--- src/dtt_defines.vh ---
// register offsets, reset values and source map for the trigger front end
`ifndef DTT_DEFINES_VH
`define DTT_DEFINES_VH
`define DTT_OFS_LATCH_LO 8'h00
`define DTT_OFS_LATCH_HI 8'h04
`define DTT_OFS_ENABLE_LO 8'h08
`define DTT_OFS_ENABLE_HI 8'h0c
`define DTT_OFS_SET_LO 8'h10
`define DTT_OFS_SET_HI 8'h14
`define DTT_OFS_MISS_LO 8'h18
`define DTT_OFS_MISS_HI 8'h1c
`define DTT_OFS_CHAIN_LO 8'h20
`define DTT_OFS_CHAIN_HI 8'h24
`define DTT_OFS_QEVT 8'h28
`define DTT_OFS_QEN 8'h2c
`define DTT_OFS_QMISS 8'h30
`define DTT_OFS_QMAP_BASE 8'h40
`define DTT_RST_64 64'h0000000000000000
`define DTT_RST_32 32'h00000000
`define DTT_SRC_MASK 64'hffff3107f3fbfe07
`endif

--- src/dtt_trigger.v ---
// trigger front end: event latching, queue evaluation and request submission
//
// The register offsets and the plain strobed port were decided locally.
`timescale 1ns/1ps
`include "dtt_defines.vh"
module dtt_trigger #(
  parameter NUM_QCH = 8,
  parameter PSET_W = 9,
  parameter [63:0] SRC_MASK = `DTT_SRC_MASK
) (
  input wire CLK_SYS,
  input wire ARST_N,
  input wire [7:0] ADDR,
  input wire [31:0] WDATA,
  input wire WSTB,
  input wire RSTB,
  output reg [31:0] RDATA,
  input wire [63:0] HW_EVT,
  input wire CMPL_STB,
  input wire [5:0] CMPL_CODE,
  input wire SWTRIG_STB,
  input wire [PSET_W-1:0] SWTRIG_SET,
  input wire LNKTRIG_STB,
  input wire [PSET_W-1:0] LNKTRIG_SET,
  input wire [63:0] PSET_NULL,
  input wire [NUM_QCH-1:0] QSET_NULL,
  output wire TR_VALID,
  input wire TR_READY,
  output wire [5:0] TR_CH,
  output wire TR_QUICK
);

  // source selectors for the winning channel
  localparam SRC_LATCH = 2'h0;
  localparam SRC_SET = 2'h1;
  localparam SRC_CHAIN = 2'h2;
  localparam SRC_QUICK = 2'h3;

  reg [63:0] latch_reg;
  reg [63:0] latch_next;
  reg [63:0] enable_reg;
  reg [63:0] set_reg;
  reg [63:0] set_next;
  reg [63:0] miss_reg;
  reg [63:0] miss_next;
  reg [63:0] chain_reg;
  reg [63:0] chain_next;
  reg [NUM_QCH-1:0] qevt_reg;
  reg [NUM_QCH-1:0] qevt_next;
  reg [NUM_QCH-1:0] qen_reg;
  reg [NUM_QCH-1:0] qmiss_reg;
  reg [NUM_QCH-1:0] qmiss_next;
  reg [PSET_W-1:0] qmap_reg [0:NUM_QCH-1];
  reg tr_valid_reg;
  reg [5:0] tr_ch_reg;
  reg tr_quick_reg;

  // placement of a written word onto the low or high half
  function [63:0] half_mask;
    input hi;
    input [31:0] d;
    begin
      half_mask = hi ? {d, 32'h00000000} : {32'h00000000, d};
    end
  endfunction

  wire wr_latch = WSTB && (ADDR == `DTT_OFS_LATCH_LO || ADDR == `DTT_OFS_LATCH_HI);
  wire wr_enable = WSTB && (ADDR == `DTT_OFS_ENABLE_LO || ADDR == `DTT_OFS_ENABLE_HI);
  wire wr_set = WSTB && (ADDR == `DTT_OFS_SET_LO || ADDR == `DTT_OFS_SET_HI);
  wire wr_miss = WSTB && (ADDR == `DTT_OFS_MISS_LO || ADDR == `DTT_OFS_MISS_HI);
  wire wr_chain = WSTB && (ADDR == `DTT_OFS_CHAIN_LO || ADDR == `DTT_OFS_CHAIN_HI);
  wire wr_qen = WSTB && (ADDR == `DTT_OFS_QEN);
  wire wr_qmiss = WSTB && (ADDR == `DTT_OFS_QMISS);
  wire [63:0] wmask = half_mask(ADDR[2], WDATA);
  wire [63:0] clr_latch_sw = wr_latch ? wmask : 64'h0000000000000000;
  wire [63:0] set_wr = wr_set ? wmask : 64'h0000000000000000;
  wire [63:0] clr_miss_sw = wr_miss ? wmask : 64'h0000000000000000;
  wire [63:0] clr_chain_sw = wr_chain ? wmask : 64'h0000000000000000;
  // channels without a source never latch a hardware event
  wire [63:0] hw_in = HW_EVT & SRC_MASK;
  wire [63:0] chain_in = CMPL_STB ? (64'h0000000000000001 << CMPL_CODE) :
    64'h0000000000000000;

  // quick trigger word match against each channel map
  reg [NUM_QCH-1:0] q_hit;
  integer qi;
  always @* begin
    q_hit = {NUM_QCH{1'b0}};
    for (qi = 0; qi < NUM_QCH; qi = qi + 1) begin
      q_hit[qi] = ((SWTRIG_STB && SWTRIG_SET == qmap_reg[qi]) ||
        (LNKTRIG_STB && LNKTRIG_SET == qmap_reg[qi])) && qen_reg[qi];
    end
  end

  // enabled latch bits queue; manual and chain bits queue unconditionally
  wire [63:0] elig_dma = (latch_reg & enable_reg) | set_reg | chain_reg;
  wire eval_free = !tr_valid_reg; // head is evaluated only when the output slot is empty

  // fixed priority: lowest dma channel first, quick channels after
  reg found;
  reg [5:0] win_ch;
  reg [1:0] win_src;
  reg win_null;
  integer ci;
  always @* begin
    found = 1'b0;
    win_ch = 6'h00;
    win_src = SRC_LATCH;
    win_null = 1'b0;
    for (ci = 63; ci >= 0; ci = ci - 1) begin
      if (elig_dma[ci]) begin
        found = 1'b1;
        win_ch = ci[5:0];
        win_null = PSET_NULL[ci];
        if (latch_reg[ci] && enable_reg[ci])
          win_src = SRC_LATCH;
        else if (set_reg[ci])
          win_src = SRC_SET;
        else
          win_src = SRC_CHAIN;
      end
    end
    if (!found) begin
      for (ci = NUM_QCH - 1; ci >= 0; ci = ci - 1) begin
        if (qevt_reg[ci]) begin
          found = 1'b1;
          win_ch = ci[5:0];
          win_src = SRC_QUICK;
          win_null = QSET_NULL[ci];
        end
      end
    end
  end

  wire eval_go = eval_free && found;
  wire [63:0] win_bit = 64'h0000000000000001 << win_ch;
  wire [NUM_QCH-1:0] win_qbit = {{(NUM_QCH-1){1'b0}}, 1'b1} << win_ch;
  // the served source bit is cleared whether submitted or discarded
  wire [63:0] clr_latch_ev = (eval_go && win_src == SRC_LATCH) ? win_bit :
    64'h0000000000000000;
  wire [63:0] clr_set_ev = (eval_go && win_src == SRC_SET) ? win_bit :
    64'h0000000000000000;
  wire [63:0] clr_chain_ev = (eval_go && win_src == SRC_CHAIN) ? win_bit :
    64'h0000000000000000;
  wire [NUM_QCH-1:0] clr_q_ev = (eval_go && win_src == SRC_QUICK) ? win_qbit :
    {NUM_QCH{1'b0}};
  wire null_dma = eval_go && win_null && win_src != SRC_QUICK;
  wire null_q = eval_go && win_null && win_src == SRC_QUICK;

  // miss sources: a trigger on a bit still pending and not served now, or a null set discarded
  wire [63:0] miss_hw = hw_in & latch_reg & ~clr_latch_ev;
  wire [63:0] miss_set = set_wr & set_reg & ~clr_set_ev;
  wire [63:0] miss_chain = chain_in & chain_reg & ~clr_chain_ev;
  wire [63:0] miss_null = null_dma ? win_bit : 64'h0000000000000000;
  wire [NUM_QCH-1:0] clr_qmiss_sw = wr_qmiss ? WDATA[NUM_QCH-1:0] : {NUM_QCH{1'b0}};
  wire [NUM_QCH-1:0] miss_q_again = q_hit & qevt_reg & ~clr_q_ev;
  wire [NUM_QCH-1:0] miss_q_null = null_q ? win_qbit : {NUM_QCH{1'b0}};

  // event latch next; a new arrival wins over a clear in the same cycle
  always @* begin
    latch_next = (latch_reg & ~clr_latch_ev & ~clr_latch_sw) | hw_in;
  end

  // manual trigger bits; a written zero leaves a bit alone
  always @* begin
    set_next = (set_reg & ~clr_set_ev) | set_wr;
  end

  // chain bits, set by a completion code
  always @* begin
    chain_next = (chain_reg & ~clr_chain_ev & ~clr_chain_sw) | chain_in;
  end

  // quick event bits
  always @* begin
    qevt_next = (qevt_reg & ~clr_q_ev) | q_hit;
  end

  // miss bits; a fresh miss wins over a software clear so none is lost
  always @* begin
    miss_next = (miss_reg & ~clr_miss_sw) | miss_hw | miss_set | miss_chain | miss_null;
  end

  // quick miss bits
  always @* begin
    qmiss_next = (qmiss_reg & ~clr_qmiss_sw) | miss_q_again | miss_q_null;
  end

  // hardware event latch
  always @(posedge CLK_SYS or negedge ARST_N) begin
    if (!ARST_N)
      latch_reg <= `DTT_RST_64;
    else
      latch_reg <= latch_next;
  end

  // pending manual triggers
  always @(posedge CLK_SYS or negedge ARST_N) begin
    if (!ARST_N)
      set_reg <= `DTT_RST_64;
    else
      set_reg <= set_next;
  end

  // miss flags
  always @(posedge CLK_SYS or negedge ARST_N) begin
    if (!ARST_N)
      miss_reg <= `DTT_RST_64;
    else
      miss_reg <= miss_next;
  end

  // pending chain triggers
  always @(posedge CLK_SYS or negedge ARST_N) begin
    if (!ARST_N)
      chain_reg <= `DTT_RST_64;
    else
      chain_reg <= chain_next;
  end

  // quick event and quick miss bits
  always @(posedge CLK_SYS or negedge ARST_N) begin
    if (!ARST_N) begin
      qevt_reg <= {NUM_QCH{1'b0}};
      qmiss_reg <= {NUM_QCH{1'b0}};
    end else begin
      qevt_reg <= qevt_next;
      qmiss_reg <= qmiss_next;
    end
  end

  // channel enables, written a half at a time
  always @(posedge CLK_SYS or negedge ARST_N) begin
    if (!ARST_N)
      enable_reg <= `DTT_RST_64;
    else if (wr_enable && ADDR[2])
      enable_reg[63:32] <= WDATA;
    else if (wr_enable)
      enable_reg[31:0] <= WDATA;
  end

  // quick channel enables
  always @(posedge CLK_SYS or negedge ARST_N) begin
    if (!ARST_N)
      qen_reg <= {NUM_QCH{1'b0}};
    else if (wr_qen)
      qen_reg <= WDATA[NUM_QCH-1:0];
  end

  // quick map address decode, shared by the write and read paths
  reg [NUM_QCH-1:0] qmap_hit;
  integer ai;
  always @* begin
    qmap_hit = {NUM_QCH{1'b0}};
    for (ai = 0; ai < NUM_QCH; ai = ai + 1) begin
      qmap_hit[ai] = (ADDR == `DTT_OFS_QMAP_BASE + ai[7:0] * 8'h04);
    end
  end

  // quick channel map words, one register per channel
  integer mi;
  always @(posedge CLK_SYS or negedge ARST_N) begin
    if (!ARST_N) begin
      for (mi = 0; mi < NUM_QCH; mi = mi + 1)
        qmap_reg[mi] <= {PSET_W{1'b0}};
    end else begin
      for (mi = 0; mi < NUM_QCH; mi = mi + 1) begin
        if (WSTB && qmap_hit[mi])
          qmap_reg[mi] <= WDATA[PSET_W-1:0];
      end
    end
  end

  // a submission loads the slot; a null set is discarded without one
  wire submit = eval_go && !win_null;

  // request valid; set at a submission, dropped at the edge that takes it
  always @(posedge CLK_SYS or negedge ARST_N) begin
    if (!ARST_N)
      tr_valid_reg <= 1'b0;
    else if (submit)
      tr_valid_reg <= 1'b1;
    else if (TR_READY)
      tr_valid_reg <= 1'b0;
  end

  // request payload; loaded only with a submission so it stands until taken
  always @(posedge CLK_SYS or negedge ARST_N) begin
    if (!ARST_N) begin
      tr_ch_reg <= 6'h00;
      tr_quick_reg <= 1'b0;
    end else if (submit) begin
      tr_ch_reg <= win_ch;
      tr_quick_reg <= (win_src == SRC_QUICK);
    end
  end

  assign TR_VALID = tr_valid_reg;
  assign TR_CH = tr_ch_reg;
  assign TR_QUICK = tr_quick_reg;

  // read mux; unmapped addresses read zero
  reg [31:0] rd_val;
  integer ri;
  always @* begin
    rd_val = 32'h00000000;
    case (ADDR)
      `DTT_OFS_LATCH_LO: rd_val = latch_reg[31:0];
      `DTT_OFS_LATCH_HI: rd_val = latch_reg[63:32];
      `DTT_OFS_ENABLE_LO: rd_val = enable_reg[31:0];
      `DTT_OFS_ENABLE_HI: rd_val = enable_reg[63:32];
      `DTT_OFS_SET_LO: rd_val = set_reg[31:0];
      `DTT_OFS_SET_HI: rd_val = set_reg[63:32];
      `DTT_OFS_MISS_LO: rd_val = miss_reg[31:0];
      `DTT_OFS_MISS_HI: rd_val = miss_reg[63:32];
      `DTT_OFS_CHAIN_LO: rd_val = chain_reg[31:0];
      `DTT_OFS_CHAIN_HI: rd_val = chain_reg[63:32];
      `DTT_OFS_QEVT: rd_val[NUM_QCH-1:0] = qevt_reg;
      `DTT_OFS_QEN: rd_val[NUM_QCH-1:0] = qen_reg;
      `DTT_OFS_QMISS: rd_val[NUM_QCH-1:0] = qmiss_reg;
      default: begin
        for (ri = 0; ri < NUM_QCH; ri = ri + 1) begin
          if (qmap_hit[ri])
            rd_val[PSET_W-1:0] = qmap_reg[ri];
        end
      end
    endcase
  end

  // read data stands the cycle after the strobe only
  always @(posedge CLK_SYS or negedge ARST_N) begin
    if (!ARST_N)
      RDATA <= `DTT_RST_32;
    else if (RSTB)
      RDATA <= rd_val;
    else
      RDATA <= `DTT_RST_32;
  end

endmodule // dtt_trigger

--- config.mk ---
export PLATFORM = sky130hd
export DESIGN_NAME = dtt_trigger
export DESIGN_NICKNAME = d
export VERILOG_FILES = /design/src/dtt_trigger.v
export VERILOG_INCLUDE_DIRS = /design/src
export SDC_FILE = /design/constraint.sdc
export NUM_CORES = 1
export LEC_CHECK = 0
export BUFFER_PORTS_ARGS = -buffer_cell sky130_fd_sc_hd__buf_2
export CAP_MARGIN = 20
export CORE_MARGIN = 2
export CORE_UTILIZATION = 27
export CTS_CLUSTER_DIAMETER = 120
export DETAILED_ROUTE_END_ITERATION = 10
export PLACE_DENSITY = 0.45
export SETUP_SLACK_MARGIN = 0.3
export SYNTH_ARGS = -nofsm -noshare
export SYNTH_HDL_FRONTEND = slang
export SYNTH_SLANG_ARGS = --single-unit
--- constraint.sdc ---
create_clock -name CLK_SYS -period 5.8 [get_ports CLK_SYS]
set_input_delay 0.29 -clock CLK_SYS [delete_from_list [all_inputs] [get_ports CLK_SYS]]
set_output_delay 0.29 -clock CLK_SYS [all_outputs]
set_load 0.01 [all_outputs]
==> results of run 1 <==
==> worst min path at each step <==
stage,start,endpoint,cells after the start
global route,RSTB,RDATA[6]$_DFF_PN0_,3
CTS,WDATA[30],set_reg[62]$_DFF_PN0_,3
global placement,ARST_N,qmap_reg[42]$_DFFE_PN0P_,1
floorplan,ARST_N,RDATA[0]$_DFF_PN0_,0
finish,WDATA[30],set_reg[62]$_DFF_PN0_,3
detailed placement,ARST_N,qmap_reg[42]$_DFFE_PN0P_,1
==> critical path: stages, from the launching register on <==
cell and delay, ns:
dfrtp_1 0.44, a211oi_2 0.69, nand2_1 0.12, a2111oi_0 0.96, o21ai_0 0.52, o211ai_1 0.36
a2111oi_0 0.19, o21ai_1 0.21, buf_4 0.31, nand4_1 0.24, buf_4 0.33, o21ai_0 0.31
o221ai_1 0.18
==> layout make-up <==
| cell class | count | area [um^2] | share of cell area [%] |
|---|---|---|---|
| multi-input cells | 2573 | 17100 | 47.9 |
| flip-flops and latches | 456 | 11400 | 32.0 |
| repair buffers | 449 | 3080 | 8.63 |
| well taps | 1403 | 1760 | 4.92 |
| clock buffers | 88 | 1720 | 4.83 |
| clock inverters | 22 | 380 | 1.07 |
| inverters | 61 | 229 | 0.642 |
| diodes | 2 | 5.00 | 0.0140 |
==> kinds of logic after synthesis <==
group,after synthesis,share of synthesized area [%]
DFF,456,38.9
AOI/OAI and AO/OA,1310,31.7
buffers and inverters,254,3.48
muxes,151,5.79
and+or+nand+nor,968,15.9
xor gates and xnor gates,144,4.30
==> Yosys cell counts (30+ instances only) <==
cell type / instances
dfrtp_1: 456
o31ai_1: 45
a31oi_1: 58
a211o_1: 51
a211oi_1: 60
a22oi_1: 92
xnor2_1: 72
clkbuf_1: 155
nor3_1: 82
xor2_1: 72
inv_1: 59
nor2_1: 206
a22o_1: 57
o21a_1: 31
a221oi_1: 66
nand2_1: 329
o21ai_0: 327
nand4_1: 60
nand3_1: 107
o211ai_1: 76
o311ai_0: 30
mux2_2: 150
a21oi_1: 135
==> power by group <==
group	internal, W	switching (W)	total, W	leakage [nW]
registers	0.00340	0.000398	0.00379	5.36
clock network	0.00241	0.00164	0.00405	1.03
logic	0.00156	0.00496	0.00652	7.25
total	0.00736	0.00700	0.0144	13.6
==> layer usage <==
metal,vias up,GRT usage (%),routed length [um]
met5,-,0,19
met4,4,15.6,10200
met3,469,6.51,17600
met2,2043,46.7,76800
met1,16300,41.8,73500
li1,13400,-,-
==> per-stage QoR <==
stage / hold WS (ns) / utilization [%] / std cells / setup WS (ns) / instance area (um^2)
after floorplan: -0.00559 / - / 3283 / 2.42 / 29400
after global placement: 0.376 / 30.6 / 4872 / 0.890 / 32900
after detailed placement: 0.375 / 30.6 / 4873 / 0.937 / 32900
after CTS: 0.0121 / 33.2 / 5052 / 0.920 / 35700
after global routing: 0.0682 / 33.2 / 5052 / 0.602 / 35700
final: 0.0475 / 33.2 / 5054 / 0.756 / 35700
==> placed cells by master, fill, tap and decap left out, types with 51 or more instances in the layout <==
master,synthesis,final
mux2_2,150,150
nor3_1,82,81
dfrtp_1,456,456
o21ai_0,327,325
a22o_1,57,57
a21oi_1,135,135
a211oi_1,60,59
buf_2,21,227
a211o_1,51,51
nor2_1,206,193
a31oi_1,58,57
a221oi_1,66,66
dlygate4sd3_1,0,69
inv_1,59,59
buf_4,1,144
o211ai_1,76,76
a22oi_1,92,92
clkbuf_16,0,58
nand2_1,329,328
xnor2_1,72,72
xor2_1,72,72
nand3_1,107,107
nand4_1,60,60
==> results.ini, run 1 <==
[synthesis]
ys_seq_area_share_pct = 38.9
yosysTopAreaCell = dfrtp_1
synth.cell_area_mm2 = 0.0294
yosysWarnings = 0
synth_edf_count = 0
postSynthCellCount = 3283
synth.area.top_cells = dfrtp_1 (39%), mux2_2 (5.8%), o21ai_0 (5.6%)
async_flop_share_pct = 100
synth_nets = 3491
synth_ff_type = dfrtp_1
synth.top_cell.area_share_pct = 38.9
synth_seq_cells = 456
syn_area_per_cell_um2 = 8.94
yosysUniqueCellTypes = 96

[floorplanning]
ios = 248
die_w_um = 334
initial_utilization_pct = 27.3
die_height_um = 334
rows = 120
core_mm2 = 0.108
die_area_mm2 = 0.111

[route]
post_drt_wl_per_cell_um = 35.2
drtIter0Drc = 4261
num_vias = 32200
firstDrtPassIters = 6
wl_um = 178000
postRouteAntennaNets = 0
remaining_drc_errors = 0
vias_per_cell = 6.38

[layout]
nNetsFinal = 3807
area_growth_pct = 21.5
drive_gt1_share_pct = 20.2
fillers = 11400
largest_reg_flops = 72

[placed_design]
hpwl_um = 129000
place_congestion = 1.02
port_buffers = 228

[power_and_ir_drop]
p_per_area_mw_per_mm2 = 403
power_w = 0.0144
ir_drop_uv = 417
p_leak_nw = 13.6

[sta]
slew_viol_final = 0
fmax_mhz = 198
fin_crit_sh_pct = 87.0
setup_viol = 0
tns_ns = 0
slew_headroom_pct = 19.1
tightest_slew_ns = 1.20
finalCriticalPeriod_ns = 5.04
rsz0062_at_grt = false
hold_viol_final = 0
skew_ns = 0.0487

[clock_network]
clk_latency_ns = 0.70
clock_path_buffers = 3
ctsHoldBuffers = 69
cts.repair.resized = 0
clock_sinks = 456
numCtsBuffers = 58
cts_tree = yes
h-tree-depth = 2
cts_root_buffer = clkbuf_16
clkTransAtPathRegs_ns = 0.06
post_cts_buffers = 0

[hold_path]
min_path_type = input pin to flop

[critical_path]
timing.rr.start = latch_reg[52]$_DFF_PN0_
reg2regPathDepth = 12
start_kind = flop
crit_type = flop to flop
endpoint = miss_reg[49]$_DFF_PN0_
crit_required_ns = 6.35
worst_r2r_endpoint = miss_reg[49]$_DFF_PN0_
regToRegSetupSlack_ns = 0.76
endpoint_kind = flop
arrival_ns = 5.59
cp_max_fo = 14
startpoint = latch_reg[52]$_DFF_PN0_

[run_status]
status = finished, final reports clean

[grt]
grt-ovfl-total = 0
grt_pass1_vias = 31000
gr-usage-all-layers_pct = 30.9
grt_max_degree = 133
antenna_found_initial = 11
grt_pass1_wl_um = 246000

[job]
maxCapViolCount = 0

No activity file was read; power rests on OpenSTA's default activity.
==> run 2: changes to the inputs <==
--- a/config.mk
+++ b/config.mk
@@ -15,2 +15,3 @@
 export PLACE_DENSITY = 0.45
+export RECOVER_POWER = 50
 export SETUP_SLACK_MARGIN = 0.3
--- a/constraint.sdc
+++ b/constraint.sdc
@@ -3,2 +3,2 @@
 set_output_delay 0.29 -clock CLK_SYS [all_outputs]
-set_load 0.01 [all_outputs]
+set_load 0.02 [all_outputs]
==> results.ini, run 2 (synthesized netlist as in run 1, its figures left out) <==
[run_status]
status = complete, but fails checks
violations = max-capacitance violations, max-slew violations

[layout]
nNetsFinal = 3807
final_cell_count_no_fill = 5053
fillers = 11400
layout_common_cells = dfrtp_1 (456), nand2_1 (328), o21ai_0 (325), nor2_1 (193), buf_2 (188)
drive_gt1_share_pct = 19.1
area_growth_pct = 21.3
largest_reg_flops = 72
layout_commonest_cell = dfrtp_1

[critical_path]
arrival_ns = 5.56
crit_required_ns = 6.34
endpoint_kind = flop
cp_top_family = compound AO/OA/AOI/OAI gates
start_kind = flop
path_common_cell = o21ai_0
cp_max_fo = 9
crit_path_cell_trace = a211oi_1 > o21ai_0 > a2111oi_0 > o31ai_1 > o21ai_0 > and3_1 > o21ai_4 > or3_1 > buf_12 > buf_4 > o21ai_0 > o211ai_1
crit_type = flop to flop
crit_slowest_cell = a2111oi_0
critical_path.max_stage_delay_ns = 0.90
crit_buf_inv = 2

[power_and_ir_drop]
p_leak_nw = 13.5
p_per_area_mw_per_mm2 = 403
power_w = 0.0144
ir_drop_uv = 414

[grt]
grt_pass1_vias = 31000
antenna_found_initial = 11
grt_pass1_wl_um = 246000
grt_max_degree = 133
grt-ovfl-total = 0
gr-usage-all-layers_pct = 30.9

[clock_network]
cts.repair.resized = 0
clock_path_buffers = 3
cts_tree = yes
h-tree-depth = 2
post_cts_buffers = 0
clk_latency_ns = 0.71
clock_sinks = 456
cts_root_buffer = clkbuf_16
ctsHoldBuffers = 69
numCtsBuffers = 58
clkTransAtPathRegs_ns = 0.06

[sta]
setup_viol = 0
slew_headroom_pct = -197
slew_viol_final = 91
skew_ns = 0.0493
fmax_mhz = 199
hold_viol_final = 0
rsz0062_at_grt = false
tns_ns = 0
tightest_slew_ns = 4.45
finalCriticalPeriod_ns = 5.02
fin_crit_sh_pct = 86.6

[job]
maxCapViolCount = 1

[placed_design]
dp.cells = 4873
hpwl_um = 129000
port_buffers = 228
place_congestion = 1.02

[route]
post_drt_wl_per_cell_um = 35.3
wl_um = 178000
firstDrtPassIters = 8
vias_per_cell = 6.41
drtIter0Drc = 4217
remaining_drc_errors = 0
postRouteAntennaNets = 0
num_vias = 32400

[floorplanning]
initial_utilization_pct = 27.3
ios = 248
die_height_um = 334
die_area_mm2 = 0.111
die_w_um = 334
rows = 120
core_mm2 = 0.108

[hold_path]
min_path_type = input pin to flop

[run 2: worst min-delay path, cell delays in order]
cell	delay, ns
buf_2	0.18
nand2_1	0.11
o21ai_0	0.09
[run 2: where the power goes]
part	switching [W]	total [W]	leakage (nW)	internal [W]
logic	0.00496	0.00651	7.09	0.00155
clock network	0.00164	0.00406	1.03	0.00241
registers	0.000396	0.00379	5.36	0.00340
total	0.00700	0.0144	13.5	0.00736
[run 2: worst paths after layout]
kind | start | endpoint | slack (ns) | depth (start not counted)
worst min-delay path | WDATA[30] | set_reg[62]$_DFF_PN0_ | 0.05 | 3
max in group asynchronous | ARST_N | set_reg[59]$_DFF_PN0_ | 1.15 | 3
worst min register to register | qmiss_reg[5]$_DFF_PN0_ | qmiss_reg[5]$_DFF_PN0_ | 0.51 | 2
worst max-delay path | latch_reg[11]$_DFF_PN0_ | miss_reg[8]$_DFF_PN0_ | 0.78 | 12
min in group asynchronous | ARST_N | qmap_reg[41]$_DFFE_PN0P_ | 1.82 | 2
worst max register to register | latch_reg[11]$_DFF_PN0_ | miss_reg[8]$_DFF_PN0_ | 0.78 | 12
[run 2: through the flow]
| step | worst slack (ns) | utilization (%) | hold WS [ns] | instance area, um^2 |
|---|---|---|---|---|
| 2_1_floorplan | 2.42 | - | -0.00559 | 29400 |
| 3_3_place_gp | 0.890 | 30.6 | 0.376 | 32900 |
| 3_5_place_dp | 0.937 | 30.6 | 0.375 | 32900 |
| 4_1_cts | 0.920 | 33.2 | 0.0121 | 35700 |
| 5_1_grt | 0.323 | 33.1 | 0.0682 | 35600 |
| 6_report | 0.779 | 33.1 | 0.0499 | 35600 |
[run 2: area by class of cell]
type                            instances  area, um^2  share of cell area, %
Inverter                               61         229                  0.643
Timing Repair Buffer                  449        3020                   8.48
Sequential cell                       456       11400                   32.0
Clock inverter                         22         380                   1.07
Antenna cell                            1        2.50                0.00703
Clock buffer                           88        1720                   4.84
Multi-Input combinational cell       2573       17100                   48.0
Tap cell                             1403        1760                   4.93
[run 2: metal layers]
| metal | vias to the layer above | wire length [um] | track usage [%] |
|---|---|---|---|
| met5 | - | 25 | 0 |
| met4 | 4 | 9830 | 15.6 |
| met3 | 453 | 18100 | 6.51 |
| met2 | 2071 | 77100 | 46.7 |
| met1 | 16400 | 73200 | 41.8 |
| li1 | 13400 | - | - |
